## src/essc_pkg.sv

```systemverilog
// ****************************************************************************
// Shared constants for the enable, sleep and wake control block.
// ****************************************************************************
package essc_pkg;

	// Clock period in picoseconds (10 MHz clock).
	localparam int unsigned CLK_PERIOD_PS   = 100000;

	// Time that enable must stay low before standby or sleep, in microseconds.
	localparam int unsigned STANDBY_LOW_US  = 1000;
	// Least low time on enable or translator one input before a wake edge, in microseconds.
	localparam int unsigned WAKE_LOW_US     = 250;
	// Least dominant time on the bus before a wake edge, in microseconds.
	localparam int unsigned BUS_DOM_US      = 150;
	// Longest delay from enable low to gates low, in nanoseconds.
	localparam int unsigned GATE_OFF_NS     = 100;

	// Cycle counts derived from the times above; least times round up.
	localparam int unsigned STANDBY_LOW_CYC =
		(STANDBY_LOW_US * 1000000 + CLK_PERIOD_PS - 1) / CLK_PERIOD_PS;
	localparam int unsigned WAKE_LOW_CYC    =
		(WAKE_LOW_US * 1000000 + CLK_PERIOD_PS - 1) / CLK_PERIOD_PS;
	localparam int unsigned BUS_DOM_CYC     =
		(BUS_DOM_US * 1000000 + CLK_PERIOD_PS - 1) / CLK_PERIOD_PS;
	// Longest time rounds down, but never below one cycle.
	localparam int unsigned GATE_OFF_CYC    =
		(GATE_OFF_NS * 1000 / CLK_PERIOD_PS) < 1 ? 1 : (GATE_OFF_NS * 1000 / CLK_PERIOD_PS);

	// Width of the duration counters.
	localparam int unsigned CNT_W           = 16;

	// Reset values of the fault and bus pull-up outputs.
	localparam logic        RST_FAULT       = 1'b0;
	localparam logic        RST_PULLUP      = 1'b1;

	// Operating modes.
	typedef enum logic [1:0] {
		ESSC_NORMAL,
		ESSC_STANDBY,
		ESSC_SLEEP
	} essc_mode_t;

endpackage : essc_pkg

```

## src/essc_low_timer.sv

```systemverilog
`timescale 1ns/10ps
// ****************************************************************************
// Qualified low detector: synchronises a level, counts how long it has been
// low, and flags a rising edge that follows a long enough low.
// ****************************************************************************
module essc_low_timer #(
	parameter int unsigned LIMIT = 2500
) (
	input  wire logic clk,
	input  wire logic srst,
	input  wire logic async_in,
	output logic      level,
	output logic      low_met,
	output logic      rise_after_low
);

	logic                          meta_ff;   // First synchroniser stage.
	logic                          sync_ff;   // Second synchroniser stage.
	logic                          prev_ff;   // Delayed copy for edge detection.
	logic [essc_pkg::CNT_W-1:0]    cnt_ff;    // Cycles spent low so far.
	logic                          met_ff;    // The low lasted at least LIMIT.
	logic                          rise_ff;   // Registered qualified rising edge.
	wire                           rise_w;    // Plain rising edge of the input.
	wire  [essc_pkg::CNT_W-1:0]    nxt_cnt;   // Saturating next count.
	localparam logic [essc_pkg::CNT_W-1:0] LIM_W = essc_pkg::CNT_W'(LIMIT);

	assign rise_w  = sync_ff & ~prev_ff;
	assign nxt_cnt = sync_ff ? '0 : ((cnt_ff == LIM_W) ? cnt_ff : cnt_ff + 1'b1);

	// ************************************************************************
	// Synchronise, count and detect.
	// ************************************************************************
	// The count saturates at the limit so a long low never wraps.
	always_ff @(posedge clk) begin
		if (srst) begin
			meta_ff <= 1'b0;
			sync_ff <= 1'b0;
			prev_ff <= 1'b0;
			cnt_ff  <= '0;
			met_ff  <= 1'b0;
			rise_ff <= 1'b0;
		end else begin
			meta_ff <= async_in;
			sync_ff <= meta_ff;
			prev_ff <= sync_ff;
			cnt_ff  <= nxt_cnt;
			met_ff  <= ~sync_ff & (nxt_cnt >= LIM_W);
			rise_ff <= rise_w & (cnt_ff >= LIM_W);
		end
	end

	assign level          = sync_ff;
	assign low_met        = met_ff;
	assign rise_after_low = rise_ff;

endmodule : essc_low_timer

```

## src/essc_ctrl.sv

```systemverilog
`timescale 1ns/10ps
module essc_ctrl #(
	parameter bit          HAS_TRANSLATORS = 1'b1,
	parameter int unsigned DEADTIME_W      = 4,
	parameter int unsigned STANDBY_CYC     = essc_pkg::STANDBY_LOW_CYC
) (
	input  wire logic                  clk,
	input  wire logic                  srst,
	input  wire logic                  chip_enable,
	input  wire logic                  sleep_select,
	input  wire logic                  input_pullup_enable,
	input  wire logic                  bus_pullup_cfg,
	input  wire logic [DEADTIME_W-1:0] deadtime_config_reg,
	input  wire logic                  driver_fault_active,
	input  wire logic                  phase_a_high_cmd,
	input  wire logic                  phase_a_low_cmd,
	input  wire logic                  phase_b_high_cmd,
	input  wire logic                  phase_b_low_cmd,
	input  wire logic                  phase_c_high_cmd,
	input  wire logic                  phase_c_low_cmd,
	input  wire logic                  translator_one_input,
	input  wire logic                  translator_two_input,
	input  wire logic                  bus_in,
	output logic                       phase_a_high_gate,
	output logic                       phase_a_low_gate,
	output logic                       phase_b_high_gate,
	output logic                       phase_b_low_gate,
	output logic                       phase_c_high_gate,
	output logic                       phase_c_low_gate,
	output logic                       translator_one_output_oe,
	output logic                       translator_two_output_oe,
	output logic                       current_limit_fault_output_oe,
	output logic                       amp_enable,
	output logic                       reg12_enable,
	output logic                       reg5_enable,
	output logic                       input_pullup_on,
	output logic                       bus_pullup_on,
	output logic                       fault_latched,
	output logic [1:0]                 mode
);

	// ************************************************************************
	// Declarations.
	// ************************************************************************
	essc_pkg::essc_mode_t  mode_ff;          // Current operating mode.
	essc_pkg::essc_mode_t  nxt_mode;         // Next operating mode.
	logic [5:0]            gate_ff;          // Gate outputs, high then low per phase.
	logic [5:0]            nxt_gate;         // Gate next values.
	logic [5:0]            last_ff;          // Last gate state seen, for dead time.
	logic [5:0]            dt_ok;            // Per-gate dead time satisfied.
	logic [DEADTIME_W-1:0] dt_cnt_ff [3];    // Per-phase dead time counters.
	logic                  en_q_ff;          // Enable registered directly for fast off.
	logic                  en_prev_ff;       // Previous synchronised enable.
	logic                  fault_ff;         // Latched driver fault.
	logic                  tr1_ff;           // Translator one pulldown enable.
	logic                  tr2_ff;           // Translator two pulldown enable.
	logic                  ilim_ff;          // Fault pin pulldown enable.
	logic                  pu_in_ff;         // Sampled input pull-up enable.
	logic                  bus_pu_ff;        // Bus pull-up state.
	logic                  amp_ff;           // Amplifier enable.
	logic                  r12_ff;           // Twelve volt regulator enable.
	logic                  r5_ff;            // Five volt regulator enable.
	wire                   en_lvl;           // Synchronised enable level.
	wire                   en_long;          // Enable low long enough for standby.
	wire                   en_wake;          // Qualified enable wake edge.
	wire                   tr1_wake;         // Qualified translator one wake edge.
	wire                   bus_wake;         // Qualified bus wake edge.
	wire                   en_rise;          // Rising edge of enable.
	wire                   wake;             // Enable wake, or translator one wake (bus wake without translators).
	wire                   normal_w;         // Mode is normal.
	wire [5:0]             cmd;              // Raw phase commands.

	// ************************************************************************
	// Input qualification timers.
	// ************************************************************************
	// Enable: counts the long low that leads to standby or sleep.
	essc_low_timer #(.LIMIT(STANDBY_CYC)) u_en_standby (
		.clk            (clk),
		.srst           (srst),
		.async_in       (chip_enable),
		.level          (en_lvl),
		.low_met        (en_long),
		.rise_after_low ()
	);

	// Enable: wake edge after a qualified low.
	essc_low_timer #(.LIMIT(essc_pkg::WAKE_LOW_CYC)) u_en_wake (
		.clk            (clk),
		.srst           (srst),
		.async_in       (chip_enable),
		.level          (),
		.low_met        (),
		.rise_after_low (en_wake)
	);

	// Translator one input wake timer.
	essc_low_timer #(.LIMIT(essc_pkg::WAKE_LOW_CYC)) u_tr1_wake (
		.clk            (clk),
		.srst           (srst),
		.async_in       (translator_one_input),
		.level          (),
		.low_met        (),
		.rise_after_low (tr1_wake)
	);

	// Bus wake timer; a dominant bus reads low.
	essc_low_timer #(.LIMIT(essc_pkg::BUS_DOM_CYC)) u_bus_wake (
		.clk            (clk),
		.srst           (srst),
		.async_in       (bus_in),
		.level          (),
		.low_met        (),
		.rise_after_low (bus_wake)
	);

	// ************************************************************************
	// Mode decode.
	// ************************************************************************
	assign en_rise  = en_lvl & ~en_prev_ff;
	assign normal_w = (mode_ff == essc_pkg::ESSC_NORMAL);
	assign wake     = en_wake | (HAS_TRANSLATORS ? tr1_wake : bus_wake);
	assign cmd      = {phase_a_high_cmd, phase_a_low_cmd, phase_b_high_cmd,
		phase_b_low_cmd, phase_c_high_cmd, phase_c_low_cmd};

	// Mode selection: a long low leaves normal, a short pulse does not.
	always_comb begin
		nxt_mode = mode_ff;
		case (mode_ff)
			essc_pkg::ESSC_NORMAL: begin
				if (en_long) begin
					nxt_mode = sleep_select ? essc_pkg::ESSC_SLEEP : essc_pkg::ESSC_STANDBY;
				end
			end
			essc_pkg::ESSC_STANDBY: begin
				if (en_lvl) begin
					nxt_mode = essc_pkg::ESSC_NORMAL;
				end
			end
			essc_pkg::ESSC_SLEEP: begin
				if (wake) begin
					nxt_mode = en_lvl ? essc_pkg::ESSC_NORMAL : essc_pkg::ESSC_STANDBY;
				end
			end
			default: begin
				nxt_mode = essc_pkg::ESSC_NORMAL;
			end
		endcase
	end

	// ************************************************************************
	// Gate drive with optional dead time.
	// ************************************************************************
	// A gate turns on only after its phase partner has been off for the
	// configured number of cycles; zero leaves dead time to the host.
	// The partner's present state is looked at as well, because the record
	// of the last gate on is one cycle behind the gates themselves.
	genvar p;
	generate
		for (p = 0; p < 3; p++) begin : g_phase
			assign dt_ok[2*p+1] = (deadtime_config_reg == '0) |
				(~gate_ff[2*p] & ((dt_cnt_ff[p] == '0) | ~last_ff[2*p]));
			assign dt_ok[2*p]   = (deadtime_config_reg == '0) |
				(~gate_ff[2*p+1] & ((dt_cnt_ff[p] == '0) | ~last_ff[2*p+1]));
			// Counter reloads one short of the setting whenever either gate of
			// the phase is on, so the gap that follows lasts the set cycles.
			always_ff @(posedge clk) begin
				if (srst | (|gate_ff[2*p+1:2*p])) begin
					dt_cnt_ff[p] <= deadtime_config_reg - 1'b1;
				end else if (dt_cnt_ff[p] != '0) begin
					dt_cnt_ff[p] <= dt_cnt_ff[p] - 1'b1;
				end
			end
		end
	endgenerate

	// Commands pass only while enable is high; both gates of a phase never on.
	assign nxt_gate = (en_q_ff & normal_w) ? (cmd & dt_ok & ~{cmd[4], cmd[5], cmd[2],
		cmd[3], cmd[0], cmd[1]}) : 6'h00;

	// ************************************************************************
	// Main registers.
	// ************************************************************************
	// Enable is registered once for gate-off so one 100 ns cycle suffices.
	always_ff @(posedge clk) begin
		if (srst) begin
			mode_ff    <= essc_pkg::ESSC_NORMAL;
			en_q_ff    <= 1'b0;
			en_prev_ff <= 1'b0;
			gate_ff    <= 6'h00;
			last_ff    <= 6'h00;
		end else begin
			mode_ff    <= nxt_mode;
			en_q_ff    <= chip_enable;
			en_prev_ff <= en_lvl;
			gate_ff    <= chip_enable ? nxt_gate : 6'h00;
			last_ff    <= gate_ff | (last_ff & ~{gate_ff[4], gate_ff[5], gate_ff[2],
				gate_ff[3], gate_ff[0], gate_ff[1]});
		end
	end

	// Fault latch: a new fault wins over the clear on the enable edge.
	always_ff @(posedge clk) begin
		if (srst) begin
			fault_ff <= essc_pkg::RST_FAULT;
		end else if (driver_fault_active) begin
			fault_ff <= 1'b1;
		end else if (en_rise) begin
			fault_ff <= 1'b0;
		end
	end

	// Supplies, pull-ups, translators and fault pin.
	always_ff @(posedge clk) begin
		if (srst) begin
			amp_ff    <= 1'b1;
			r12_ff    <= 1'b1;
			r5_ff     <= 1'b1;
			pu_in_ff  <= 1'b0;
			bus_pu_ff <= essc_pkg::RST_PULLUP;
			tr1_ff    <= 1'b0;
			tr2_ff    <= 1'b0;
			ilim_ff   <= 1'b0;
		end else begin
			amp_ff   <= (nxt_mode == essc_pkg::ESSC_NORMAL);
			r12_ff   <= (nxt_mode == essc_pkg::ESSC_NORMAL);
			r5_ff    <= ~HAS_TRANSLATORS | (nxt_mode == essc_pkg::ESSC_NORMAL);
			// The pin itself gates sampling, so a change made as enable rises
			// is not picked up during the synchroniser delay.
			if (~chip_enable) begin
				pu_in_ff <= input_pullup_enable;
			end
			case (nxt_mode)
				essc_pkg::ESSC_NORMAL:  bus_pu_ff <= 1'b1;
				essc_pkg::ESSC_SLEEP:   bus_pu_ff <= 1'b0;
				default:                bus_pu_ff <= bus_pullup_cfg;
			endcase
			tr1_ff   <= ~translator_one_input;
			tr2_ff   <= ~translator_two_input;
			ilim_ff  <= fault_ff | driver_fault_active;
		end
	end

	// ************************************************************************
	// Outputs.
	// ************************************************************************
	assign phase_a_high_gate             = gate_ff[5];
	assign phase_a_low_gate              = gate_ff[4];
	assign phase_b_high_gate             = gate_ff[3];
	assign phase_b_low_gate              = gate_ff[2];
	assign phase_c_high_gate             = gate_ff[1];
	assign phase_c_low_gate              = gate_ff[0];
	assign translator_one_output_oe      = tr1_ff;
	assign translator_two_output_oe      = tr2_ff;
	assign current_limit_fault_output_oe = ilim_ff;
	assign amp_enable                    = amp_ff;
	assign reg12_enable                  = r12_ff;
	assign reg5_enable                   = r5_ff;
	assign input_pullup_on               = pu_in_ff;
	assign bus_pullup_on                 = bus_pu_ff;
	assign fault_latched                 = fault_ff;
	assign mode                          = mode_ff;

endmodule : essc_ctrl

```

## config.mk

```make
export PLATFORM = sky130hd
export DESIGN_NAME = essc_ctrl
export DESIGN_NICKNAME = d
export VERILOG_FILES = /design/src/essc_pkg.sv /design/src/essc_low_timer.sv /design/src/essc_ctrl.sv
export SDC_FILE = /design/constraint.sdc
export NUM_CORES = 1
export LEC_CHECK = 0
export BUFFER_PORTS_ARGS = -buffer_cell sky130_fd_sc_hd__buf_2
export CAP_MARGIN = 20
export CORE_ASPECT_RATIO = 1.5
export CORE_MARGIN = 1
export CORE_UTILIZATION = 50
export CTS_BUF_LIST = sky130_fd_sc_hd__clkbuf_4 sky130_fd_sc_hd__clkbuf_8
export DETAILED_ROUTE_END_ITERATION = 16
export GPL_TIMING_DRIVEN = 0
export PLACE_DENSITY_LB_ADDON = 0.15
export SLEW_MARGIN = 20
export SYNTH_ARGS = -nofsm -noshare
export SYNTH_HDL_FRONTEND = slang
export SYNTH_SLANG_ARGS = --single-unit
```

## constraint.sdc

```tcl
create_clock -name clk -period 5.8 [get_ports clk]
set_clock_uncertainty 0.1 [all_clocks]
set_input_delay 1.16 -clock clk [delete_from_list [all_inputs] [get_ports clk]]
set_output_delay 1.16 -clock clk [all_outputs]
set_load 0.01 [all_outputs]
```

* Yosys cells after proc, flatten, opt, wreduce, memory -nomap -nowiden
Memories as Yosys holds them, arrays and structs flattened.
Index checks and enable logic that the tools add are counted.
** Cells by class
- Add/subtract/negate cells :: 7
- Multiply operators :: 0
- Divide/modulo/power cells :: 0
- Order comparisons :: 3
- Equal/unequal tests :: 6
- Shift-type cells :: 0
- Mux-type cells :: 29
- Bitwise gates (word level) :: 57
- Reductions and logical operators :: 16
** Operators with widths (count)
- adder 16 x 1 -> 16 bit (second input constant) :: 3
- == test 16 x 12 -> 1 bit (second input constant) :: 2
- >= comparator 16 x 12 -> 1 bit (second input constant) :: 2
- 2-to-1 mux 16 bit :: 2
- OR 1 bit :: 20
- NOT 1 bit :: 19
- bitwise AND 6 bit :: 3
- 2-to-1 mux 1 bit :: 18
- == test 16 x 14 -> 1 bit (second input constant) :: 1
- >= comparator 16 x 14 -> 1 bit (second input constant) :: 1
- zero test 4 bit :: 4
- subtractor 4 x 1 -> 4 bit (second input constant) :: 4
- bitwise AND 1 bit :: 12
- 2-to-1 mux 4 bit :: 3
- NOT 6 bit :: 2
- nonzero test 4 bit :: 3
- OR reduction 2 bit :: 5
- 2-to-1 mux 2 bit :: 4
- OR 6 bit :: 1
- case mux 2 bit (3 select lines) :: 1
- == test 2 bit (second input constant) :: 2
- zero test 2 bit :: 2
- OR reduction 3 bit :: 1
- == test 2 x 1 -> 1 bit (second input constant) :: 1
- 2 further kinds :: 2
** Word-level totals
- Flip-flop bits (word level) :: 78
- Latch bits :: 0
- Memory bits (writable) :: 12
- ROM bits :: 0
- Input bits :: 20
- Output and inout port bits :: 17
- Logic and storage cells :: 141
- Memories :: 1
** Memory list
- dt_cnt_ff :: words 3, width 4, read ports 3, clocked after memory_dff 0, write ports 3, RTL line essc_ctrl.sv:51 : logic [DEADTIME_W-1:0] dt_cnt_ff [3];

* Longest topological paths before layout
- Depth in word-level cells :: 6
- Mapped depth :: 8
- Gate-level depth less buffers :: 7

* By module
From an unflattened synthesis, not the netlist that was laid out.
** Unflattened totals
- Cell total of the unflattened synthesis :: 518
- Area, all modules :: 4873.4 sq um
** By module, submodules not included
- essc_low_timer (u_en_wake ...) :: instances 2, cells each 121, area each 1071.0 sq um, seq. area each 420.4 sq um
- essc_ctrl :: instances 1, cells each 148, area each 1587.8 sq um, seq. area each 820.8 sq um
- essc_low_timer (u_en_standby) :: instances 1, cells each 128, area each 1143.6 sq um, seq. area each 420.4 sq um

* Worst setup path after synthesis
OpenSTA, ideal clock, no wires.
- Path kind :: input to register
- Start point :: in deadtime_config_reg[0]
- End point :: reg gate_ff[1]
- Library setup time :: 0.096 ns
- Data arrival time :: 2.104 ns
- Setup slack :: 3.500 ns
- Stages :: 5
- Cells stage by stage :: inv_1 -> ha_1 -> nor3b_1 -> nor2_1 -> nor4b_1
** On the way
- Cells in the longest elaborated chain, start to end :: 4
** Ends and longest elaborated chain
- from (decl) :: RTL line essc_ctrl.sv:13 : input wire logic [DEADTIME_W-1:0] deadtime_config_reg,
- zero test 4 bit :: RTL line essc_ctrl.sv:160 : assign dt_ok[2*p+1] = (deadtime_config_reg == '0) |
- OR 1 bit :: RTL line essc_ctrl.sv:160
- bitwise AND 6 bit (2 in a row) :: RTL line essc_ctrl.sv:177 : assign nxt_gate = (en_q_ff & normal_w) ? (cmd & dt_ok & ~{cmd[4], cmd[5], cmd[2],
- to (signal assigned) :: RTL line essc_ctrl.sv:195 : gate_ff <= chip_enable ? nxt_gate : 6'h00;
- to (decl) :: RTL line essc_ctrl.sv:47 : logic [5:0] gate_ff;
No other way between the ends.
A chain may end at the register's enable or synchronous reset.

* Worst setup path after layout
Same ends and word-level chain as after synthesis.

==> impl_metrics.json <==
{
  "gp_congestion": 0.820,
  "seq_area_frac_synth": 0.458,
  "clockBufferDepth": 2,
  "tightest_slew_ps": 816,
  "drc": 0,
  "pre_cts_ws_ps": 2990,
  "synth_nets": 498,
  "insertion_delay_ps": 360,
  "met2_usage": 0.340,
  "clock_sinks": 90,
  "syn_inst": 467,
  "slew_headroom": 0.455,
  "via_per_inst": 5.26,
  "final_cell_mix": "dfxtp_1 (78), nor2_1 (71), buf_2 (39)",
  "synth_simple_gate_area_share": 0.263,
  "finalCritPeriodShare": 0.421,
  "cts_resized": 0,
  "syn2layout_area_growth_pct": 11.7,
  "avgRoutedWirePerCell_um": 12.8,
  "die_w_um": 76.8,
  "grt_pass1_vias": 3107,
  "outcome": "completed",
  "root_buffer": "clkbuf_8",
  "synthAdderAreaFrac": 0.0328,
  "syn_avg_cell_area_um2": 8.98,
  "drv_cap": 0,
  "end_kind": "flip-flop",
  "synth_cell_types": 51,
  "p_leak_nw": 1.78,
  "tns_ps": 0,
  "setup_viol": 0,
  "slew_violations": 0,
  "netlist_area_um2": 4190,
  "io_buffers": 35,
  "multi_input_area_um2": 2090,
  "async_reset_ff_frac": 0,
  "coreArea_um2": 8060,
  "tritoncts": "done",
  "final_hold_viol_count": 0,
  "use_met3": 0.0470,
  "numCtsBuffers": 9,
  "synth_seq_cells": 90,
  "vdd_ir_drop_max_mv": 0.177,
  "yosysWarnings": 0,
  "clk_pin_slew_ps": 80,
  "drtPass1Iterations": 4,
  "die_y_um": 114,
  "rows": 40,
  "drive_above_1_share": 0.135,
  "final_common_cell": "dfxtp_1",
  "htree_levels": 3,
  "arrival_ps": 2600,
  "crit_required_ps": 5960,
  "vias": 3278,
  "grt_setup_unrepaired": "no",
  "synth_top_family_by_area": "simple AND/OR/NAND/NOR gates",
  "worst_slack_ps": 3360,
  "cp_max_fo": 6,
  "post_cts_buffers": 0,
  "dpl.hpwl_mm": 6.10,
  "antenna_cells": 0,
  "grt_max_degree": 15,
  "cts-hold-fix-buffers": 0,
  "antenna_found_initial": 0,
  "grt_pass1_wl_mm": 13.7,
  "busiest_layer": "met2",
  "die_area_um2": 8760,
  "synthXorXnorAreaFrac": 0.0898,
  "hold_class": "reg -> reg",
  "grt.met1_usage": 0.230,
  "drt_iter0_markers": 152,
  "synth-edff-count": 12,
  "synth.area.mux_share": 0.0286,
  "regArea_um2": 1920,
  "ios": 37,
  "synth_top_flop_cell": "dfxtp_1",
  "layout.nets": 544,
  "p_per_area_nw_per_um2": 281,
  "grt_usage": 0.199,
  "grt_overflow": 0,
  "initial_core_util": 0.520,
  "routed_wl_mm": 7.99,
  "fin_crit_ps": 2440,
  "synth_compound_area_frac": 0.0833,
  "n_fill_cell": 738,
  "startpoint_type": "input port",
  "final_antenna_net_count": 0,
  "critical_path_class": "in -> reg",
  "fmax_mhz": 410
}
where the power goes:
group | internal [mW] | leakage (nW) | switching (mW)
Clock | 0.194 | 0.0939 | 0.210
Combinational | 0.0867 | 0.926 | 0.0926
Sequential | 0.694 | 0.759 | 0.0404
Total | 0.975 | 1.78 | 0.343
cell type report:
cell class	instances	area share
Sequential cell	90	0.410
Timing Repair Buffer	35	0.0374
Tap cell	105	0.0281
Clock buffer	9	0.0264
Buffer	22	0.0227
Clock inverter	7	0.0128
Multi-Input combinational cell	334	0.445
Inverter	21	0.0168
worst max-delay path: stages:
cell and delay, ps:
buf_2 130, inv_1 80, ha_1 140, nor3b_1 670, nor2_1 120, nor4b_1 300
flip-flops by register name, summed over array words and instances (netlist names), 2 cells and up:
| register | flops |
|---|---|
| dt_cnt_ff | 12 |
| gate_ff | 6 |
| last_ff | 6 |
| mode | 2 |
| u_en_standby.cnt_ff | 16 |
| u_en_wake.cnt_ff | 16 |
| u_tr1_wake.cnt_ff | 16 |
cell usage after synthesis, drive strengths merged (2+ instances only):
master / number / share of area
a211oi: 2 / 0.0036
a21oi: 27 / 0.032
a22oi: 3 / 0.0054
and2: 6 / 0.0090
and3: 5 / 0.0075
buf: 9 / 0.014
clkbuf: 13 / 0.012
dfxtp: 78 / 0.37
edfxtp: 12 / 0.086
ha: 11 / 0.033
inv: 21 / 0.019
mux2i: 12 / 0.029
nand2: 34 / 0.030
nand2b: 5 / 0.0075
nand3: 14 / 0.017
nand4: 14 / 0.024
nor2: 71 / 0.064
nor2b: 8 / 0.012
nor3: 16 / 0.020
nor3b: 3 / 0.0054
nor4: 4 / 0.0095
nor4b: 9 / 0.019
o21a: 2 / 0.0036
o21ai: 11 / 0.013
o21bai: 2 / 0.0036
o2bb2ai: 2 / 0.0042
o41ai: 2 / 0.0042
or2: 4 / 0.0060
or3: 9 / 0.014
or4: 6 / 0.013
xnor2: 20 / 0.042
xor2: 23 / 0.048
path summary, 6_finish.rpt:
check	to	slack (ps)	from	depth (start not counted)
worst max-delay path	gate_ff[1]$_SDFF_PP0_	3360	deadtime_config_reg[0]	6
worst min-delay path	u_tr1_wake.rise_after_low$_SDFF_PP0_	290	u_tr1_wake.prev_ff$_SDFF_PP0_	1
worst max register to register	u_en_standby.low_met$_SDFF_PP0_	3610	u_en_standby.cnt_ff[1]$_SDFF_PP0_	7
worst min register to register	u_tr1_wake.rise_after_low$_SDFF_PP0_	290	u_tr1_wake.prev_ff$_SDFF_PP0_	1
layer usage:
metal | up-vias | wire length [µm]
li1 | 1695 | -
met1 | 1519 | 3360
met2 | 47 | 4130
met3 | 17 | 267
met4 | 0 | 239
met5 | - | 0
cell families (layout without fill, tap and decap cells):
| kind of cell | count (synthesis) | in the layout |
|---|---|---|
| xor gates and xnor gates | 43 | 43 |
| DFF | 90 | 90 |
| buffers and inverters | 43 | 94 |
| and+or+nand+nor | 211 | 211 |
| adders and majority gates | 11 | 11 |
| AOI/OAI and AO/OA | 57 | 57 |
| muxes | 12 | 12 |
per-stage QoR:
step	utilization	hold slack, ps	area (µm²)	total power, mW	cells
after floorplan	-	273	4190	0.879	467
after global placement	0.558	281	4500	0.921	607
after detailed placement	0.558	287	4500	0.931	607
after CTS	0.581	292	4680	1.34	623
after global routing	0.581	305	4680	1.39	623
final	0.581	288	4680	1.32	623
No activity file was read; power rests on OpenSTA's default activity.
